<file path="config.mk">
export PLATFORM = sky130hd
export DESIGN_NAME = config_startup_sequencer
export DESIGN_NICKNAME = d
export VERILOG_FILES = /design/src/common/cfg_startup_pkg.sv /design/src/design/pin_sync.sv /design/src/design/config_startup_sequencer.sv
export SDC_FILE = /design/constraint.sdc
export NUM_CORES = 1
export LEC_CHECK = 0
export BUFFER_PORTS_ARGS = -buffer_cell sky130_fd_sc_hd__buf_2
export CAP_MARGIN = 20
export CORE_UTILIZATION = 58
export DETAILED_ROUTE_END_ITERATION = 10
export GPL_ROUTABILITY_DRIVEN = 0
export PLACE_DENSITY = 0.75
export SYNTH_ARGS = -nofsm -noshare
export SYNTH_HDL_FRONTEND = slang
export SYNTH_HIERARCHICAL = 1
export SYNTH_SLANG_ARGS = --single-unit
</file>
<file path="constraint.sdc">
create_clock -name aclk -period 2.8 [get_ports aclk]
set_input_delay 0.28 -clock aclk [delete_from_list [all_inputs] [get_ports aclk]]
set_output_delay 0.28 -clock aclk [all_outputs]
set_load 0.01 [all_outputs]
</file>
<file path="src/common/cfg_startup_pkg.sv">
// package: constants for the configuration start-up sequencer
`default_nettype none
package cfg_startup_pkg;
	localparam int AW = 5;
	localparam int LOCKS = 4;

	// register byte offsets
	localparam logic [AW-1:0] OFF_OPT      = 5'h00;
	localparam logic [AW-1:0] OFF_CMD      = 5'h04;
	localparam logic [AW-1:0] OFF_CRC_EXP  = 5'h08;
	localparam logic [AW-1:0] OFF_CRC_CALC = 5'h0c;
	localparam logic [AW-1:0] OFF_TAG      = 5'h10;
	localparam logic [AW-1:0] OFF_STAT     = 5'h14;

	// option register fields
	localparam int CMPL_LSB  = 0;
	localparam int OE_LSB    = 3;
	localparam int FLOP_LSB  = 6;
	localparam int WE_LSB    = 9;
	localparam int LOCK_LSB  = 12;
	localparam int CLK_LSB   = 15;
	localparam int SYNC_BIT  = 17;
	localparam int DRIVE_BIT = 18;
	localparam int KEEP_BIT  = 19;
	localparam int PAR_BIT   = 20;
	localparam int SEC_LSB   = 21;
	localparam int LSEL_LSB  = 23;

	localparam logic [2:0] PH_FOLLOW   = 3'h7;
	localparam logic [2:0] PH_NO_WAIT  = 3'h7;
	localparam logic [2:0] PH_LAST     = 3'h7;
	localparam logic [2:0] CMPL_PH_DEF = 3'h4;
	localparam logic [2:0] OE_PH_DEF   = 3'h5;
	localparam logic [2:0] FLOP_PH_DEF = 3'h6;
	localparam logic [2:0] WE_PH_DEF   = 3'h6;

	localparam logic [1:0] CLK_CONFIG = 2'h0;
	localparam logic [1:0] CLK_DESIGN = 2'h1;
	localparam logic [1:0] CLK_SCAN   = 2'h2;
	localparam logic [1:0] SEC_NONE   = 2'h0;
	localparam logic [1:0] SEC_L1     = 2'h1;
	localparam logic [1:0] SEC_L2     = 2'h2;

	localparam logic [31:0] OPT_RESET = {7'h00, 2'h0, SEC_NONE, 4'h0, CLK_CONFIG, PH_NO_WAIT,
		WE_PH_DEF, FLOP_PH_DEF, OE_PH_DEF, CMPL_PH_DEF};
	localparam logic [31:0] TAG_RESET = 32'hffff_ffff;

	// command register bits
	localparam int CMD_SYNC      = 0;
	localparam int CMD_CRC_FIRST = 1;
	localparam int CMD_CRC_LAST  = 2;

	// status register fields
	localparam int ST_CLR_BIT = 0;
	localparam int ST_ERR_BIT = 1;
	localparam int ST_SEQ_BIT = 2;
	localparam int ST_RUN_BIT = 3;
	localparam int ST_PH_LSB  = 4;
	localparam int ST_MD_LSB  = 7;
	localparam int ST_SEC_LSB = 10;

	localparam int CLK_NS        = 50;
	localparam int CLEAR_MIN_NS  = 300;
	localparam int CLEAR_MIN_CYC = (CLEAR_MIN_NS + CLK_NS - 1) / CLK_NS;

	localparam logic [1:0] RESP_OKAY   = 2'h0;
	localparam logic [1:0] RESP_SLVERR = 2'h2;

	typedef enum logic [2:0] {ST_CLEAR, ST_WAIT_INIT, ST_WAIT_SYNC, ST_LOAD, ST_STARTUP, ST_RUN, ST_ERROR}
		cfg_state_e;
endpackage
`default_nettype wire

</file>
<file path="src/design/pin_sync.sv">
// two-flop synchroniser for pins and foreign clocks
`default_nettype none
module pin_sync #(
	parameter int W = 1
) (
	input  wire logic         aclk,
	input  wire logic         aresetn,
	input  wire logic [W-1:0] d,
	output logic      [W-1:0] q
);
	logic [W-1:0] meta_q;

	always_ff @(posedge aclk) begin
		if (!aresetn) begin
			meta_q <= '0;
			q      <= '0;
		end else begin
			meta_q <= d;
			q      <= meta_q;
		end
	end
endmodule // pin_sync
`default_nettype wire

</file>
<file path="src/design/config_startup_sequencer.sv">
// configuration start-up sequencer with memory clear, crc abort and security
//
// The placing of the registers and register access over AXI4-Lite were left to the implementer.
`default_nettype none
// Behaviour
// - write enable released at its chosen phase; while off, state is frozen
// - write enable set to follow completion rises with the pin, or one edge later
// - outputs held disabled until the output-enable phase
// - output-enable following completion drops with the pin rise, or one edge later
// - no lock stall by default; chosen phase waits for selected loop lock
// - configuration pins become user pins unless keep option set
// - completion pin open-drain by default, actively driven with drive option
// - after releasing completion, wait to see pin high before advancing
// - completion sync option adds one register stage on the pin
// - level 1 refuses all readback, parallel and scan
// - level 2 refuses all configuration and readback everywhere
// - security clears only through the clear pin or power cycle
// - 32-bit user tag word returned for the scan usercode request
// - start-up triggered by command, never by counting clock cycles
// - eight phases, 0 to 7, each action at its configured phase
// - end-of-start-up flag always set in phase 7, internal only
// - completion wait never delays actions configured earlier
// - after power-up memory cleared with status pin low, then released
// - clear pin low resets and clears; other side holds it 300 ns
// - status pin held low delays; mode sampled at rise; pre-sync data ignored
// - crc checked twice; mismatch drives status pin low and aborts
// - flops held at initial values until the flop-release phase
// - sequencer clock chosen from configuration, design or scan clock
module config_startup_sequencer #(
	parameter int CLEAR_CYCLES = 64
) (
	input  wire logic                              aclk,
	input  wire logic                              aresetn,
	input  wire logic [cfg_startup_pkg::AW-1:0]    awaddr,
	input  wire logic                              awvalid,
	output logic                                   awready,
	input  wire logic [31:0]                       wdata,
	input  wire logic [3:0]                        wstrb,
	input  wire logic                              wvalid,
	output logic                                   wready,
	output logic [1:0]                             bresp,
	output logic                                   bvalid,
	input  wire logic                              bready,
	input  wire logic [cfg_startup_pkg::AW-1:0]    araddr,
	input  wire logic                              arvalid,
	output logic                                   arready,
	output logic [31:0]                            rdata,
	output logic [1:0]                             rresp,
	output logic                                   rvalid,
	input  wire logic                              rready,
	input  wire logic                              clear_n_pin,
	input  wire logic                              memclr_pin_in,
	output logic                                   memclr_pin_out,
	output logic                                   memclr_pin_oe_n,
	input  wire logic                              cmpl_pin_in,
	output logic                                   cmpl_pin_out,
	output logic                                   cmpl_pin_oe_n,
	input  wire logic [2:0]                        mode_pins,
	input  wire logic                              config_clock,
	input  wire logic                              design_clock,
	input  wire logic                              scan_clock,
	input  wire logic [cfg_startup_pkg::LOCKS-1:0] dll_lock,
	input  wire logic                              readback_req,
	input  wire logic                              readback_via_scan,
	input  wire logic                              config_req,
	input  wire logic                              config_via_scan,
	input  wire logic                              usercode_req,
	output logic                                   readback_grant,
	output logic                                   config_grant,
	output logic [31:0]                            usercode,
	output logic                                   global_write_enable,
	output logic                                   global_output_disable,
	output logic                                   global_flop_reset,
	output logic                                   user_io_release
);
	localparam int SW = 14 + cfg_startup_pkg::LOCKS;

	logic [SW-1:0] sync_s;
	logic clear_n_s, memclr_s, cmpl_s, config_clock_s, dclk_s, sclk_s;
	logic rb_req_s, rb_scan_s, cf_req_s, cf_scan_s, uc_req_s;
	logic [2:0] mode_s;
	logic [cfg_startup_pkg::LOCKS-1:0] lock_s;

	cfg_startup_pkg::cfg_state_e state_q;
	logic [2:0]  phase_q;
	logic [15:0] clr_cnt_q;
	logic [7:0]  low_cnt_q;
	logic [31:0] opt_q, crc_exp_q, crc_calc_q, tag_q;
	logic [2:0]  mode_q;
	logic        crc_err_q, eos_q, seq_prev_q, cmpl_pipe_q;
	logic        aw_got_q, w_got_q;
	logic [cfg_startup_pkg::AW-1:0] waddr_q;
	logic [31:0] wdata_q;
	logic [3:0]  wstrb_q;

	logic [2:0]  cmpl_ph, oe_ph, flop_ph, we_ph, lock_ph;
	logic [1:0]  clk_sel, sec, lock_sel, sec_new;
	logic        sync_on, drive_on, keep_on, par_on;
	logic        seq_clk, step, cmpl_seen, lock_ok, stall, started, running, clr_hold;
	logic        wr_fire, cmd_wr, release_cmpl;
	logic [31:0] opt_new, rd_mux;

	function automatic logic [cfg_startup_pkg::AW-1:0] word(input logic [cfg_startup_pkg::AW-1:0] a);
		return {a[cfg_startup_pkg::AW-1:2], 2'h0};
	endfunction

	function automatic logic mapped(input logic [cfg_startup_pkg::AW-1:0] a);
		logic [cfg_startup_pkg::AW-1:0] w;
		w = word(a);
		return w == cfg_startup_pkg::OFF_OPT || w == cfg_startup_pkg::OFF_CMD
			|| w == cfg_startup_pkg::OFF_CRC_EXP || w == cfg_startup_pkg::OFF_CRC_CALC
			|| w == cfg_startup_pkg::OFF_TAG || w == cfg_startup_pkg::OFF_STAT;
	endfunction

	function automatic logic [31:0] merge(input logic [31:0] old, input logic [31:0] nw, input logic [3:0] be);
		logic [31:0] r;
		r = old;
		for (int i = 0; i < 4; i++) begin
			if (be[i]) begin
				r[8*i +: 8] = nw[8*i +: 8];
			end
		end
		return r;
	endfunction

	// a follow-completion setting tracks the seen pin, otherwise the phase count
	function automatic logic reached(input logic [2:0] ph, input logic [2:0] sel, input logic seen);
		return (sel == cfg_startup_pkg::PH_FOLLOW) ? seen : (ph >= sel);
	endfunction

	pin_sync #(.W(SW)) u_sync (
		.aclk    (aclk),
		.aresetn (aresetn),
		.d       ({clear_n_pin, memclr_pin_in, cmpl_pin_in, config_clock, design_clock, scan_clock,
			mode_pins, dll_lock, readback_req, readback_via_scan, config_req, config_via_scan,
			usercode_req}),
		.q       (sync_s)
	);

	assign {clear_n_s, memclr_s, cmpl_s, config_clock_s, dclk_s, sclk_s, mode_s, lock_s,
		rb_req_s, rb_scan_s, cf_req_s, cf_scan_s, uc_req_s} = sync_s;

	assign cmpl_ph  = opt_q[cfg_startup_pkg::CMPL_LSB +: 3];
	assign oe_ph    = opt_q[cfg_startup_pkg::OE_LSB +: 3];
	assign flop_ph  = opt_q[cfg_startup_pkg::FLOP_LSB +: 3];
	assign we_ph    = opt_q[cfg_startup_pkg::WE_LSB +: 3];
	assign lock_ph  = opt_q[cfg_startup_pkg::LOCK_LSB +: 3];
	assign clk_sel  = opt_q[cfg_startup_pkg::CLK_LSB +: 2];
	assign sec      = opt_q[cfg_startup_pkg::SEC_LSB +: 2];
	assign lock_sel = opt_q[cfg_startup_pkg::LSEL_LSB +: 2];
	assign sync_on  = opt_q[cfg_startup_pkg::SYNC_BIT];
	assign drive_on = opt_q[cfg_startup_pkg::DRIVE_BIT];
	assign keep_on  = opt_q[cfg_startup_pkg::KEEP_BIT];
	assign par_on   = opt_q[cfg_startup_pkg::PAR_BIT];

	assign started  = state_q == cfg_startup_pkg::ST_STARTUP || state_q == cfg_startup_pkg::ST_RUN;
	assign running  = state_q == cfg_startup_pkg::ST_RUN;
	// short glitches on the clear pin are filtered by the minimum low time
	assign clr_hold = low_cnt_q == 8'(cfg_startup_pkg::CLEAR_MIN_CYC);

	always_comb begin
		case (clk_sel)
			cfg_startup_pkg::CLK_DESIGN: seq_clk = dclk_s;
			cfg_startup_pkg::CLK_SCAN:   seq_clk = sclk_s;
			default:                     seq_clk = config_clock_s;
		endcase
	end

	assign step      = seq_clk & ~seq_prev_q;
	assign cmpl_seen = sync_on ? cmpl_pipe_q : cmpl_s;
	assign lock_ok   = lock_s[lock_sel];
	assign stall     = (phase_q == cmpl_ph && !cmpl_seen)
		|| (lock_ph != cfg_startup_pkg::PH_NO_WAIT && phase_q == lock_ph && !lock_ok);
	assign release_cmpl = started && phase_q >= cmpl_ph;

	assign wr_fire = aw_got_q && w_got_q && !bvalid;
	assign cmd_wr  = wr_fire && word(waddr_q) == cfg_startup_pkg::OFF_CMD;
	assign opt_new = merge(opt_q, wdata_q, wstrb_q);
	// a written level can only raise security, never lower it
	assign sec_new = (opt_new[cfg_startup_pkg::SEC_LSB +: 2] > sec) ? opt_new[cfg_startup_pkg::SEC_LSB +: 2] : sec;

	always_comb begin
		rd_mux = 32'h0;
		case (word(araddr))
			cfg_startup_pkg::OFF_OPT:      rd_mux = opt_q;
			cfg_startup_pkg::OFF_CRC_EXP:  rd_mux = crc_exp_q;
			cfg_startup_pkg::OFF_CRC_CALC: rd_mux = crc_calc_q;
			cfg_startup_pkg::OFF_TAG:      rd_mux = tag_q;
			cfg_startup_pkg::OFF_STAT: begin
				rd_mux[cfg_startup_pkg::ST_CLR_BIT]      = state_q == cfg_startup_pkg::ST_CLEAR;
				rd_mux[cfg_startup_pkg::ST_ERR_BIT]      = crc_err_q;
				rd_mux[cfg_startup_pkg::ST_SEQ_BIT]      = state_q == cfg_startup_pkg::ST_STARTUP;
				rd_mux[cfg_startup_pkg::ST_RUN_BIT]      = running;
				rd_mux[cfg_startup_pkg::ST_PH_LSB +: 3]  = phase_q;
				rd_mux[cfg_startup_pkg::ST_MD_LSB +: 3]  = mode_q;
				rd_mux[cfg_startup_pkg::ST_SEC_LSB +: 2] = sec;
			end
			default: rd_mux = 32'h0;
		endcase
	end

	// write channel: address and data taken in either order
	always_ff @(posedge aclk) begin
		if (!aresetn) begin
			awready  <= 1'h1;
			wready   <= 1'h1;
			aw_got_q <= 1'h0;
			w_got_q  <= 1'h0;
			waddr_q  <= '0;
			wdata_q  <= 32'h0;
			wstrb_q  <= 4'h0;
			bvalid   <= 1'h0;
			bresp    <= cfg_startup_pkg::RESP_OKAY;
		end else begin
			if (awvalid && awready) begin
				awready  <= 1'h0;
				aw_got_q <= 1'h1;
				waddr_q  <= awaddr;
			end
			if (wvalid && wready) begin
				wready  <= 1'h0;
				w_got_q <= 1'h1;
				wdata_q <= wdata;
				wstrb_q <= wstrb;
			end
			if (wr_fire) begin
				aw_got_q <= 1'h0;
				w_got_q  <= 1'h0;
				awready  <= 1'h1;
				wready   <= 1'h1;
				bvalid   <= 1'h1;
				bresp    <= mapped(waddr_q) ? cfg_startup_pkg::RESP_OKAY : cfg_startup_pkg::RESP_SLVERR;
			end else if (bvalid && bready) begin
				bvalid <= 1'h0;
			end
		end
	end

	always_ff @(posedge aclk) begin
		if (!aresetn) begin
			arready <= 1'h1;
			rvalid  <= 1'h0;
			rdata   <= 32'h0;
			rresp   <= cfg_startup_pkg::RESP_OKAY;
		end else if (arvalid && arready) begin
			arready <= 1'h0;
			rvalid  <= 1'h1;
			rdata   <= rd_mux;
			rresp   <= mapped(araddr) ? cfg_startup_pkg::RESP_OKAY : cfg_startup_pkg::RESP_SLVERR;
		end else if (rvalid && rready) begin
			rvalid  <= 1'h0;
			arready <= 1'h1;
		end
	end

	// options are frozen once start-up begins
	always_ff @(posedge aclk) begin
		if (!aresetn || state_q == cfg_startup_pkg::ST_CLEAR) begin
			opt_q      <= cfg_startup_pkg::OPT_RESET;
			crc_exp_q  <= 32'h0;
			crc_calc_q <= 32'h0;
			tag_q      <= cfg_startup_pkg::TAG_RESET;
		end else if (wr_fire) begin
			case (word(waddr_q))
				cfg_startup_pkg::OFF_OPT: begin
					if (!started) begin
						opt_q <= {opt_new[31:cfg_startup_pkg::SEC_LSB+2], sec_new, opt_new[cfg_startup_pkg::SEC_LSB-1:0]};
					end
				end
				cfg_startup_pkg::OFF_CRC_EXP:  crc_exp_q <= merge(crc_exp_q, wdata_q, wstrb_q);
				cfg_startup_pkg::OFF_CRC_CALC: crc_calc_q <= merge(crc_calc_q, wdata_q, wstrb_q);
				cfg_startup_pkg::OFF_TAG: begin
					if (state_q == cfg_startup_pkg::ST_LOAD) begin
						tag_q <= merge(tag_q, wdata_q, wstrb_q);
					end
				end
				default: ;
			endcase
		end
	end

	always_ff @(posedge aclk) begin
		if (!aresetn) begin
			low_cnt_q   <= 8'h0;
			seq_prev_q  <= 1'h0;
			cmpl_pipe_q <= 1'h0;
		end else begin
			if (clear_n_s) begin
				low_cnt_q <= 8'h0;
			end else if (!clr_hold) begin
				low_cnt_q <= low_cnt_q + 8'h1;
			end
			seq_prev_q <= seq_clk;
			// a stale pipe from an earlier start-up would fake a completion rise
			if (!started) begin
				cmpl_pipe_q <= 1'h0;
			end else if (step) begin
				cmpl_pipe_q <= cmpl_s;
			end
		end
	end

	always_ff @(posedge aclk) begin
		if (!aresetn) begin
			state_q   <= cfg_startup_pkg::ST_CLEAR;
			clr_cnt_q <= 16'h0;
			phase_q   <= 3'h0;
			crc_err_q <= 1'h0;
			eos_q     <= 1'h0;
			mode_q    <= 3'h0;
		end else if (clr_hold) begin
			state_q   <= cfg_startup_pkg::ST_CLEAR;
			clr_cnt_q <= 16'h0;
			phase_q   <= 3'h0;
			crc_err_q <= 1'h0;
			eos_q     <= 1'h0;
		end else begin
			case (state_q)
				cfg_startup_pkg::ST_CLEAR: begin
					if (clr_cnt_q == 16'(CLEAR_CYCLES - 1)) begin
						state_q <= cfg_startup_pkg::ST_WAIT_INIT;
					end else begin
						clr_cnt_q <= clr_cnt_q + 16'h1;
					end
				end
				cfg_startup_pkg::ST_WAIT_INIT: begin
					if (memclr_s) begin
						mode_q  <= mode_s;
						state_q <= cfg_startup_pkg::ST_WAIT_SYNC;
					end
				end
				cfg_startup_pkg::ST_WAIT_SYNC: begin
					if (cmd_wr && wdata_q[cfg_startup_pkg::CMD_SYNC]) begin
						state_q <= cfg_startup_pkg::ST_LOAD;
					end
				end
				cfg_startup_pkg::ST_LOAD: begin
					if (cmd_wr && (wdata_q[cfg_startup_pkg::CMD_CRC_FIRST] || wdata_q[cfg_startup_pkg::CMD_CRC_LAST])) begin
						if (crc_exp_q != crc_calc_q) begin
							crc_err_q <= 1'h1;
							state_q   <= cfg_startup_pkg::ST_ERROR;
						end else if (wdata_q[cfg_startup_pkg::CMD_CRC_LAST]) begin
							state_q <= cfg_startup_pkg::ST_STARTUP;
							phase_q <= 3'h0;
						end
					end
				end
				cfg_startup_pkg::ST_STARTUP: begin
					if (step && !stall) begin
						phase_q <= phase_q + 3'h1;
						if (phase_q == cfg_startup_pkg::PH_LAST - 3'h1) begin
							eos_q   <= 1'h1;
							state_q <= cfg_startup_pkg::ST_RUN;
						end
					end
				end
				cfg_startup_pkg::ST_RUN, cfg_startup_pkg::ST_ERROR: ;
				default: state_q <= cfg_startup_pkg::ST_CLEAR;
			endcase
		end
	end

	always_ff @(posedge aclk) begin
		if (!aresetn) begin
			global_write_enable   <= 1'h0;
			global_output_disable <= 1'h1;
			global_flop_reset     <= 1'h1;
			user_io_release       <= 1'h0;
			memclr_pin_out        <= 1'h0;
			memclr_pin_oe_n       <= 1'h0;
			cmpl_pin_out          <= 1'h0;
			cmpl_pin_oe_n         <= 1'h0;
			readback_grant        <= 1'h0;
			config_grant          <= 1'h0;
			usercode              <= 32'h0;
		end else begin
			global_write_enable   <= started && reached(phase_q, we_ph, cmpl_seen);
			global_output_disable <= !(started && reached(phase_q, oe_ph, cmpl_seen));
			global_flop_reset     <= !(started && reached(phase_q, flop_ph, cmpl_seen));
			user_io_release       <= running && !keep_on;
			memclr_pin_out        <= 1'h0;
			memclr_pin_oe_n       <= !(state_q == cfg_startup_pkg::ST_CLEAR || state_q == cfg_startup_pkg::ST_ERROR);
			cmpl_pin_out          <= drive_on && release_cmpl;
			cmpl_pin_oe_n         <= !drive_on && release_cmpl;
			// parallel readback needs the pins kept in parallel form
			readback_grant <= rb_req_s && sec == cfg_startup_pkg::SEC_NONE
				&& (rb_scan_s || !running || (keep_on && par_on));
			config_grant <= cf_req_s && sec != cfg_startup_pkg::SEC_L2 && (cf_scan_s || !running || keep_on);
			if (uc_req_s) begin
				usercode <= tag_q;
			end
		end
	end
endmodule // config_startup_sequencer
`default_nettype wire

</file>
# Word level (Yosys, flattened, before mapping)
# Cells that the tools add are included.
dict set report word_totals {
  reg_bits 325
  inputBits 71
  output_inout_bits 83
  elab_cells 226
}
dict set report op_classes {
  addsub 3
  order_cmp 6
  eq_ne 38
  mux 32
  bitwise_logic 7
  reduce_logical 90
}
# operator n
set ops {}
lappend ops {{$pmux 20 s4} 1}
lappend ops {{$pmux 12 s5} 1}
lappend ops {{$mux 3} 12}
lappend ops {{$reduce_and 4->1} 9}
lappend ops {{$eq 3x3->1 const B} 11}
lappend ops {{$ne 32x32->1} 1}
lappend ops {{$reduce_and 3->1} 10}
lappend ops {{$logic_and 1x1->1} 26}
lappend ops {{$logic_or 1x1->1} 19}
lappend ops {{$eq 3x2->1 const B} 6}
lappend ops {{$pmux 3 s6} 1}
lappend ops {{$add 16x1->16 const B} 1}
lappend ops {{$eq 16x6->1 const B} 1}
lappend ops {{$ge 3x3->1} 4}
lappend ops {{$logic_not 1->1} 11}
lappend ops {{$mux 1} 11}
lappend ops {{$ne 2x1->1 const B} 5}
lappend ops {{$eq 3x1->1 const B} 3}
lappend ops {{$logic_not 3->1} 3}
lappend ops {{$add 8x1->8 const B} 1}
lappend ops {{$eq 8x3->1 const B} 1}
lappend ops {{$ne 2x2->1 const B} 4}
lappend ops {{$reduce_and 8->1} 1}
lappend ops {{$reduce_or 2->1} 4}
lappend ops {{other kinds (19)} 29}

# Longest topological paths before layout
# Gate-level depths: netlist of run 1.
dict set report depth {
  ltp_word 9
  mapped_depth 9
  depth_no_buf 8
}

# Hierarchy
# The synthesis of run 1 kept the hierarchy.
# mod n_inst cells_per_inst area_per_inst_um2 seq_area_each_um2
set by_module_without_submodules {}
lappend by_module_without_submodules {config_startup_sequencer 1 1383 12578.3 5705.5}
lappend by_module_without_submodules {pin_sync 1 75 1006.0 720.7}

# Least setup slack after synthesis of run 1
# OpenSTA, ideal clock, no wires.
dict set report synth_path {
  path_type {register to register}
  startpoint {register wstrb_q[2]}
  endpoint {register opt_q[22]}
  setup_ns 0.128
  arrival_time_ns 1.853
  path_slack_ns 0.819
  stages_incl_launch_ff 7
  period_less_slack_ns 1.981
  cell_sequence {dfxtp_1 -> clkbuf_1 -> mux2i_1 -> ha_1 -> a2111oi_4 -> mux2i_1 -> nor2_1}
}
dict set report synth_between {
  elab_chain_cells 3
}
# element line
set synth_lines {}
lappend synth_lines {{start, declared} config_startup_sequencer.sv:94} ;# logic [3:0] wstrb_q;
lappend synth_lines {{start signal, assigned} config_startup_sequencer.sv:224} ;# wstrb_q <= wstrb;
lappend synth_lines {{$mux 7 *} config_startup_sequencer.sv:119} ;# if (be[i]) begin
lappend synth_lines {{$gt 2x2->1} config_startup_sequencer.sv:180} ;# assign sec_new = (opt_new[cfg_startup_pkg::SEC_LSB +: 2] > sec) ? opt_new[cfg_startup_pkg::SEC_LSB +: 2] : sec ...
lappend synth_lines {{$reduce_and 4->1 (no source line)} --}
lappend synth_lines {{end signal, assigned} config_startup_sequencer.sv:259} ;# opt_q <= cfg_startup_pkg::OPT_RESET;
lappend synth_lines {{end signal, assigned} config_startup_sequencer.sv:267} ;# opt_q <= {opt_new[31:cfg_startup_pkg::SEC_LSB+2], sec_new, opt_new[cfg_startup_pkg::SEC_LSB-1:0]};
lappend synth_lines {{end, declared} config_startup_sequencer.sv:88} ;# logic [31:0] opt_q, crc_exp_q, crc_calc_q, tag_q;
# Mark *: on every way between the ends. The rest lies on a longest branch, timed or not.
# A chain may end at the register's enable or synchronous reset.

# Worst setup path after layout of run 1
dict set report layout_path {
  startpoint {register state_q[1]}
  endpoint {register opt_q[29]}
}
dict set report layout_between {
  elab_chain_cells 4
  word_cells_on_any_way 7
}
# element line
set layout_lines {}
lappend layout_lines {{start, declared} config_startup_sequencer.sv:84} ;# cfg_startup_pkg::cfg_state_e state_q;
lappend layout_lines {{start signal, assigned} config_startup_sequencer.sv:305} ;# state_q <= cfg_startup_pkg::ST_CLEAR;
lappend layout_lines {{start signal, assigned} config_startup_sequencer.sv:312} ;# state_q <= cfg_startup_pkg::ST_CLEAR;
lappend layout_lines {{start signal, assigned} config_startup_sequencer.sv:321} ;# state_q <= cfg_startup_pkg::ST_WAIT_INIT;
lappend layout_lines {{$eq 3x3->1} config_startup_sequencer.sv:156} ;# assign started = state_q == cfg_startup_pkg::ST_STARTUP || state_q == cfg_startup_pkg::ST_RUN;
lappend layout_lines {{$logic_or 1x1->1} config_startup_sequencer.sv:156}
lappend layout_lines {{$not 1->1 (no source line)} --}
lappend layout_lines {{$reduce_and 4->1 (no source line)} --}
# Parallel ways exist; a longest one is shown, timed or not.

==> flow_summary.yaml, run 1 <==
drt:
  vias: 10987
  drt_wl_total_mm: 35.94
  wl_per_cell_um: 18.50
  viasPerCell: 5.655
  dr.first_iter.drc_count: 823
  ant_nets: 0
  first_pass_iters: 5
  drc_errors: 0
timing:
  fin_tns_setup_ns: 0
  period_share_pct: 81.49
  min_period_ns: 2.282
  clock.fmax_mhz: 438.3
  grt_setup_unrepaired: "no"
  clock_skew_ns: 0.01034
  setup_viol: 0
  relSlewSlack_pct: 46.00
  hold-worst-slack_ns: 0.02192
  hold_viol_final: 0
  tightest_slew_ns: 0.8100
  setup_ws_ns: 0.5182
  maxSlewViolCount: 0
die:
  io_pins: 154
  rows: 55
  dieArea_mm2: 0.02404
  core-area_mm2: 0.02278
  start_util_pct: 59.64
  fp.dieH_um: 155.0
  die_w_um: 155.0
clock_network:
  root_buffer: "clkbuf_16"
  htree_levels: 2
  clk_latency_ns: 0.51
  cts_hold_buffers: 19
  clkTransAtPathRegs_ns: 0.06
  cts_buffers: 35
  cts.path.max_buffers: 3
  cts_tree: "built"
  postCtsSetupBuffers: 0
  cts_sinks: 321
  cts_resized: 0
global_routing:
  grt_pass1_vias: 10439
  grt-ovfl-total: 0
  grt_use_total_pct: 29.63
  grt_max_degree: 102
  antenna_found_initial: 1
  grt_pass1_wl_mm: 55.79
status:
  outcome: "complete, no violations"
worst_setup_path:
  cp_common_cell: "nand2_1"
  crit_family: "simple AND/OR/NAND/NOR gates"
  crit_path_top_delay_cell: "dfxtp_1"
  slowest_delay_ns: 0.60
  cp_data_arrival_time_ns: 2.66
  cp.required_ns: 3.18
  crit_fanout: 34
  startpoint_type: "flop"
  crit_type: "reg2reg"
  crit_chain: "nor2b_1 -> or4_4 -> nor2_2 -> buf_12 -> nand2_1 -> nand2_1 -> a21oi_1"
  end_kind: "flop"
  path_buf_inv: 1
power:
  peakVddDrop_mv: 0.4491
  powerDensity_mw_per_mm2: 626.8
  p_leak_nw: 6.169
synth:
  ys_ff_latch: 321
  synth_top_area_cell: "dfxtp_1"
  synth_cell_types: 59
  synth_edf_count: 0
  yosysSeqAreaShare_pct: 47.31
  syn_area_per_cell_um2: 9.317
  synth_top_area_share_pct: 47.31
  synth.area.top_cells: "dfxtp_1 (47%), mux2i_1 (11%), nand2_1 (5.1%)"
  syn_area_mm2: 0.01358
  ys.flop_type: "dfxtp_1"
  yosysWarningCount: 6
  async_reset_ff_share_pct: 0
  netlist_instances: 1458
min_path:
  hold_class: "in2reg"
cells_and_area:
  utilization_pct: 70.32
  finalNetCount: 1700
  drive_gt1_share_pct: 18.29
  synthToLayoutAreaGrowth_pct: 17.91
placed_design:
  pre_cts_ws_ns: 0.5921
  dp_hpwl_mm: 24.43
  port_buffers: 146
run:
  max-cap-violations: 0
final cells by class:
cell class                 count  area, µm²
multi-input combinational   1028       6716
fill                        1782       6761
inverter                      23      86.33
clock inverter                10      135.1
sequential                   321       6427
tap                          313      391.6
timing repair buffer         198       1216
antenna                        1      2.502
clock buffer                  49       1041
layer usage:
metal / global-route usage, % / wire length [µm] / up-vias / part of all wire [%]
met5: 0 / 0 / - / 0
met4: 13.34 / 1408 / 0 / 3.9
met3: 5.404 / 2535 / 91 / 7.1
met2: 47.60 / 16430 / 430 / 46
met1: 38.90 / 15560 / 5161 / 43
li1: - / - / 5305 / -
final timing paths:
path                from        endpoint  slack, ns  depth (start not counted)
max reg2reg   state_q[1]       opt_q[29]       0.52                          7
min reg2reg  u_sync/q[4]  readback_grant       0.44                          2
max           state_q[1]       opt_q[29]       0.52                          7
min             wdata[9]      wdata_q[9]       0.02                          3
cell usage after synthesis, drive strengths merged (5+ instances only):
master / n
dfxtp: 321
nand2: 184
mux2i: 144
nor2: 115
a21oi: 94
nor2b: 68
nand3: 63
clkbuf: 55
and2: 54
a22oi: 50
a21boi: 45
xnor2: 41
buf: 33
o21ai: 24
inv: 23
ha: 22
nand4: 18
xor2: 14
nor3: 12
a211oi: 10
a221oi: 9
nand2b: 9
a31oi: 6
nor4: 6
and3: 5
nand3b: 5
nor3b: 5
per-stage QoR:
step | power (mW) | std cells | cell area, µm²
3_5_place_dp | 5.432 | 1864 | 14650
3_3_place_gp | 5.418 | 1863 | 14630
6_report | 10.04 | 1943 | 16020
5_1_grt | 10.33 | 1943 | 16020
2_1_floorplan | 5.199 | 1460 | 13590
4_1_cts | 10.08 | 1942 | 16010
layout by cell type (no fill, tap or decap), types with 30 or more instances in the layout:
cell type / instances
nor2b_1: 67
buf_2: 145
nand3_1: 59
a21oi_1: 94
nand2_1: 184
nor2_1: 105
a22oi_1: 50
buf_4: 30
clkbuf_16: 37
a21boi_0: 45
mux2i_1: 144
dfxtp_1: 320
and2_2: 37
xnor2_1: 41
flip-flops by register name, indices dropped and copies added (netlist names), 4 cells and up:
name,cells
rdata,32
wstrb_q,4
crc_calc_q,32
tag_q,32
u_sync/meta_q,18
low_cnt_q,8
clr_cnt_q,16
wdata_q,32
crc_exp_q,32
usercode,32
opt_q,32
u_sync/q,18
cell families (layout without fill, tap and decap cells):
| kind of cell | Yosys count | in the layout | share of synthesized area (%) |
|---|---|---|---|
| AND/OR/NAND/NOR | 554 | 554 | 21.05 |
| flip-flops | 321 | 321 | 47.31 |
| AO/OA/AOI/OAI | 249 | 249 | 11.89 |
| multiplexers | 145 | 145 | 10.78 |
| buffers and inverters | 111 | 280 | 3.380 |
| XOR/XNOR | 55 | 55 | 3.546 |
| adder cells (fa/ha/maj) | 22 | 22 | 2.026 |
| other | 1 | 4 | 0.02761 |
worst min-delay path: stages:
cell and delay [ns]:
buf_2 0.10, nand2_1 0.04, a21boi_0 0.06
where the power goes:
| group | total [mW] | leakage [nW] | switching, mW | internal [mW] |
|---|---|---|---|---|
| Combinational | 0.578 | 2.98 | 0.331 | 0.247 |
| Sequential | 4.78 | 2.61 | 0.104 | 4.68 |
| Clock | 4.68 | 0.579 | 1.81 | 2.87 |
| Total | 10.0 | 6.17 | 2.25 | 7.79 |
Power figures use the tool's default switching activity.
==> run 2: changes to the inputs <==
==> constraint.sdc (replaced) <==
create_clock -name aclk -period 2.4 [get_ports aclk]
set_input_delay 0.24 -clock aclk [delete_from_list [all_inputs] [get_ports aclk]]
set_output_delay 0.24 -clock aclk [all_outputs]
set_load 0.01 [all_outputs]
==> flow_summary.yaml, run 2 (synthesis results as in run 1) <==
timing:
  hold_viol_final: 0
  maxSlewViolCount: 0
  clock_skew_ns: 0.02005
  setup_viol: 0
  hold-worst-slack_ns: 0.007881
  tightest_slew_ns: 1.032
  grt_setup_unrepaired: "no"
  clock.fmax_mhz: 467.1
  relSlewSlack_pct: 31.21
  period_share_pct: 89.20
  setup_ws_ns: 0.2591
  min_period_ns: 2.141
  fin_tns_setup_ns: 0
cells_and_area:
  drive_gt1_share_pct: 18.32
  diodes: 0
  fin_area_mm2: 0.01632
  synthToLayoutAreaGrowth_pct: 20.12
  n_fill_cell: 1767
  final_cell_mix: "dfxtp_1 (320), nand2_1 (184), buf_2 (145), mux2i_1 (144), nor2_1 (105)"
  finalNetCount: 1743
  final_common_cell: "dfxtp_1"
drt:
  drt_wl_total_mm: 36.36
  dr.first_iter.drc_count: 972
  drc_errors: 0
  wl_per_cell_um: 18.34
  vias: 11286
  viasPerCell: 5.691
  first_pass_iters: 7
  ant_nets: 0
clock_network:
  cts_tree: "built"
  clkTransAtPathRegs_ns: 0.06
  cts_buffers: 34
  cts.path.max_buffers: 3
  htree_levels: 2
  cts_sinks: 321
  root_buffer: "clkbuf_16"
  postCtsSetupBuffers: 0
  clk_latency_ns: 0.51
worst_setup_path:
  reg2reg_from: "opt_q[15]"
  crit_fanout: 4
  startpoint_type: "flop"
  end_kind: "flop"
  reg2reg_slack_ns: 0.26
  cp_data_arrival_time_ns: 2.58
  reg2reg_depth: 9
  cp.required_ns: 2.84
  crit_type: "reg2reg"
  timing.rr.end: "phase_q[1]"
global_routing:
  antenna_found_initial: 0
  grt-ovfl-total: 0
  grt_use_total_pct: 30.27
  grt_max_degree: 85
  grt_pass1_wl_mm: 57.48
  grt_pass1_vias: 10775
placed_design:
  dp_hpwl_mm: 23.99
  pre_cts_ws_ns: 0.2818
  port_buffers: 146
  dpl_cell_area_mm2: 0.01476
die:
  rows: 55
  core-area_mm2: 0.02278
  io_pins: 154
  die_w_um: 155.0
  dieArea_mm2: 0.02404
  fp.dieH_um: 155.0
  start_util_pct: 59.64
min_path:
  holdPathEnd: "wdata_q[18]"
  hold_class: "in2reg"
  holdPathStages: 3
  hold_start: "wdata[18]"
power:
  powerDensity_mw_per_mm2: 693.6
  total_power_mw: 11.32
  p_leak_nw: 6.321
  peakVddDrop_mv: 0.5852
run:
  max-cap-violations: 0
status:
  outcome: "complete, no violations"
## run 2: report_power, final
| group | switching (mW) | leakage [nW] | internal (mW) |
|---|---|---|---|
| combinational | 0.388 | 3.19 | 0.324 |
| clock | 2.06 | 0.525 | 2.96 |
| sequential | 0.132 | 2.61 | 5.46 |
## run 2: repair_timing
action                                 CTS  global route
hold buffers                            50             0
endpoints found under the hold margin   50             0
resized for setup                        0             0
setup endpoints to repair                0             0
## run 2: how the worst max path moves through the flow
stage	startpoint	endpoint	slack (ns)	cells past startpoint
after detailed placement	opt_q[15]	phase_q[1]	0.28	9
after CTS	opt_q[15]	phase_q[1]	0.27	9
final	opt_q[15]	phase_q[1]	0.26	9
after global routing	opt_q[15]	state_q[1]	0.09	9
after floorplan	wstrb_q[2]	opt_q[22]	0.42	6
after global placement	opt_q[15]	phase_q[1]	0.32	9
## run 2: worst max-delay path: stages (launching register included)
cell      delay [ns]
dfxtp_1         0.41
inv_1           0.07
ha_1            0.30
nor2b_1         0.15
nor3_1          0.14
buf_4           0.16
o221ai_1        0.12
or2_1           0.24
a211oi_2        0.27
mux2i_1         0.23
## run 2: per-layer routing
metal  track usage (%)  part of all wire (%)  vias up  routed length (µm)
li1                  -                     -     5391                   -
met1             40.34                    45     5426               16230
met2             51.37                    47      407               17140
met3             3.538                   5.9       62                2152
met4             9.288                   2.3        0                 845
met5                 0                     0        -                   0
## run 2: layout make-up
type                       instances  area [µm²]  share of cell area (%)
clock buffer                      48       984.7                   6.035
clock inverter                     8       68.82                  0.4217
inverter                          23       86.33                  0.5291
multi-input combinational       1028        6716                   41.16
sequential                       321        6427                   39.39
tap                              313       391.6                   2.400
timing repair buffer             242        1642                   10.06
## run 2: through the flow
step | util [%] | cells
final | 71.63 | 1983
after global routing | 71.63 | 1983
after CTS | 71.63 | 1983
after detailed placement | 64.81 | 1877
after global placement | 64.81 | 1877
after floorplan | - | 1460
==> run 3: changes to the inputs <==
--- a/config.mk
+++ b/config.mk
@@ -7,10 +7,11 @@
 export LEC_CHECK = 0
 export BUFFER_PORTS_ARGS = -buffer_cell sky130_fd_sc_hd__buf_2
 export CAP_MARGIN = 20
-export CORE_UTILIZATION = 58
+export CORE_UTILIZATION = 60
+export CTS_BUF_LIST = sky130_fd_sc_hd__clkbuf_8
 export DETAILED_ROUTE_END_ITERATION = 10
 export GPL_ROUTABILITY_DRIVEN = 0
-export PLACE_DENSITY = 0.75
+export PLACE_DENSITY = 0.78
 export SYNTH_ARGS = -nofsm -noshare
 export SYNTH_HDL_FRONTEND = slang
 export SYNTH_HIERARCHICAL = 1
==> constraint.sdc (replaced) <==
create_clock -name aclk -period 2.3 [get_ports aclk]
set_input_delay 0.23 -clock aclk [delete_from_list [all_inputs] [get_ports aclk]]
set_output_delay 0.23 -clock aclk [all_outputs]
set_load 0.01 [all_outputs]
==> flow_summary.yaml, run 3 (synthesis results as in run 1) <==
cells_and_area:
  synthToLayoutAreaGrowth_pct: 19.77
  regArea_mm2: 0.006429
  drive_gt1_share_pct: 19.12
  finalNetCount: 1769
  n_fill_cell: 1570
  multiInputGateArea_mm2: 0.006716
  stdcell_count: 1986
  fin_area_mm2: 0.01627
  final_common_cell: "dfxtp_1"
  final_cell_mix: "dfxtp_1 (319), nand2_1 (184), buf_2 (145), mux2i_1 (144), nor2_1 (105)"
placed_design:
  port_buffers: 146
  dpl_cell_area_mm2: 0.01471
  dp.cells: 1844
  dp_hpwl_mm: 24.01
timing:
  fin_tns_setup_ns: 0
  maxSlewViolCount: 0
  setup_viol: 0
  period_share_pct: 92.42
  clock_skew_ns: 0.01964
  grt_setup_unrepaired: "no"
  hold_viol_final: 0
  clock.fmax_mhz: 470.4
  tightest_slew_ns: 1.023
  min_period_ns: 2.126
  hold-worst-slack_ns: 0.08717
  relSlewSlack_pct: 31.78
drt:
  vias: 11436
  drc_errors: 5
  drt_wl_total_mm: 36.57
  first_pass_iters: 10
  viasPerCell: 5.758
  dr.first_iter.drc_count: 920
  wl_per_cell_um: 18.41
  ant_nets: 0
clock_network:
  postCtsSetupBuffers: 0
  cts_buffers: 49
  clkTransAtPathRegs_ns: 0.06
  htree_levels: 2
  cts_sinks: 321
  root_buffer: "clkbuf_8"
  cts_tree: "built"
  cts.path.max_buffers: 3
  clk_latency_ns: 0.56
die:
  rows: 54
  start_util_pct: 61.67
  fp.dieH_um: 152.5
  core-area_mm2: 0.02203
  io_pins: 154
  die_w_um: 152.5
  dieArea_mm2: 0.02325
worst_setup_path:
  end_kind: "flop"
  crit_type: "reg2reg"
  crit_fanout: 4
  cp_data_arrival_time_ns: 2.55
  startpoint_type: "flop"
  reg2reg_depth: 7
  cp.required_ns: 2.73
status:
  violations: "design-rule violations"
  outcome: "finished, violations left"
power:
  powerDensity_mw_per_mm2: 691.4
  total_power_mw: 11.25
  peakVddDrop_mv: 0.5612
  p_leak_nw: 6.371
min_path:
  hold_class: "in2reg"
  holdPathStages: 2
global_routing:
  grt_pass1_vias: 11112
  grt_pass1_wl_mm: 57.82
  grt_max_degree: 69
  grt-ovfl-total: 0
  grt_use_total_pct: 31.14
  antenna_found_initial: 1
run:
  max-cap-violations: 0
-- run 3: cell count changes in the layout (fill, tap and decap cells not counted), moves of 7 or more --
cell | before | now
clkbuf_1 | 7 | 0
clkbuf_16 | 35 | 0
clkbuf_8 | 6 | 58
dlygate4sd3_1 | 50 | 61
inv_1 | 23 | 35
-- run 3: what timing repair did --
action	CTS	global route
hold buffers	61	0
gates resized for setup	0	1
endpoints found under the hold margin	62	0
endpoints found under the setup margin	0	1
-- run 3: path summary, 6_finish.rpt --
check | start | endpoint | slack (ns)
max | opt_q[16] | phase_q[2] | 0.17
min | aresetn | wdata_q[8] | 0.09
max reg2reg | opt_q[16] | phase_q[2] | 0.17
min reg2reg | u_sync/meta_q[6] | u_sync/q[6] | 0.44
-- run 3: per-stage QoR --
step,util (%),worst slack (ns)
after CTS,73.85,0.1337
after floorplan,-,0.3194
after global routing,73.86,0.03615
final,73.86,0.1742
after detailed placement,66.78,0.1996
after global placement,66.78,0.2509
-- run 3: worst max-delay path: stages, from the launching register on --
cell and delay [ns]:
dfxtp_1 0.43, ha_1 0.28, nor2b_1 0.15, nor3_1 0.31
o221ai_1 0.18, or2_1 0.24, a211oi_2 0.28, o32ai_1 0.15
-- run 3: power breakdown --
part           leakage [nW]  switching, mW  internal, mW
Combinational          3.22          0.420         0.350
Sequential             2.61          0.129          5.70
Clock                 0.537           2.16          2.50
Total                  6.37           2.71          8.54
-- run 3: final cells by class --
type	count	area share, %
Multi-Input combinational cell	1028	41.28
Sequential cell	321	39.51
Tap cell	280	2.153
Timing Repair Buffer	253	10.69
Antenna cell	1	0.01538
Clock buffer	58	4.907
Clock inverter	22	0.9075
Inverter	23	0.5306
-- run 3: per-layer routing --
layer | global-route usage (%) | part of all wire, %
met3 | 5.347 | 7.0
met1 | 39.55 | 42
met5 | 0 | 0
met4 | 15.34 | 4.4
met2 | 51.44 | 47
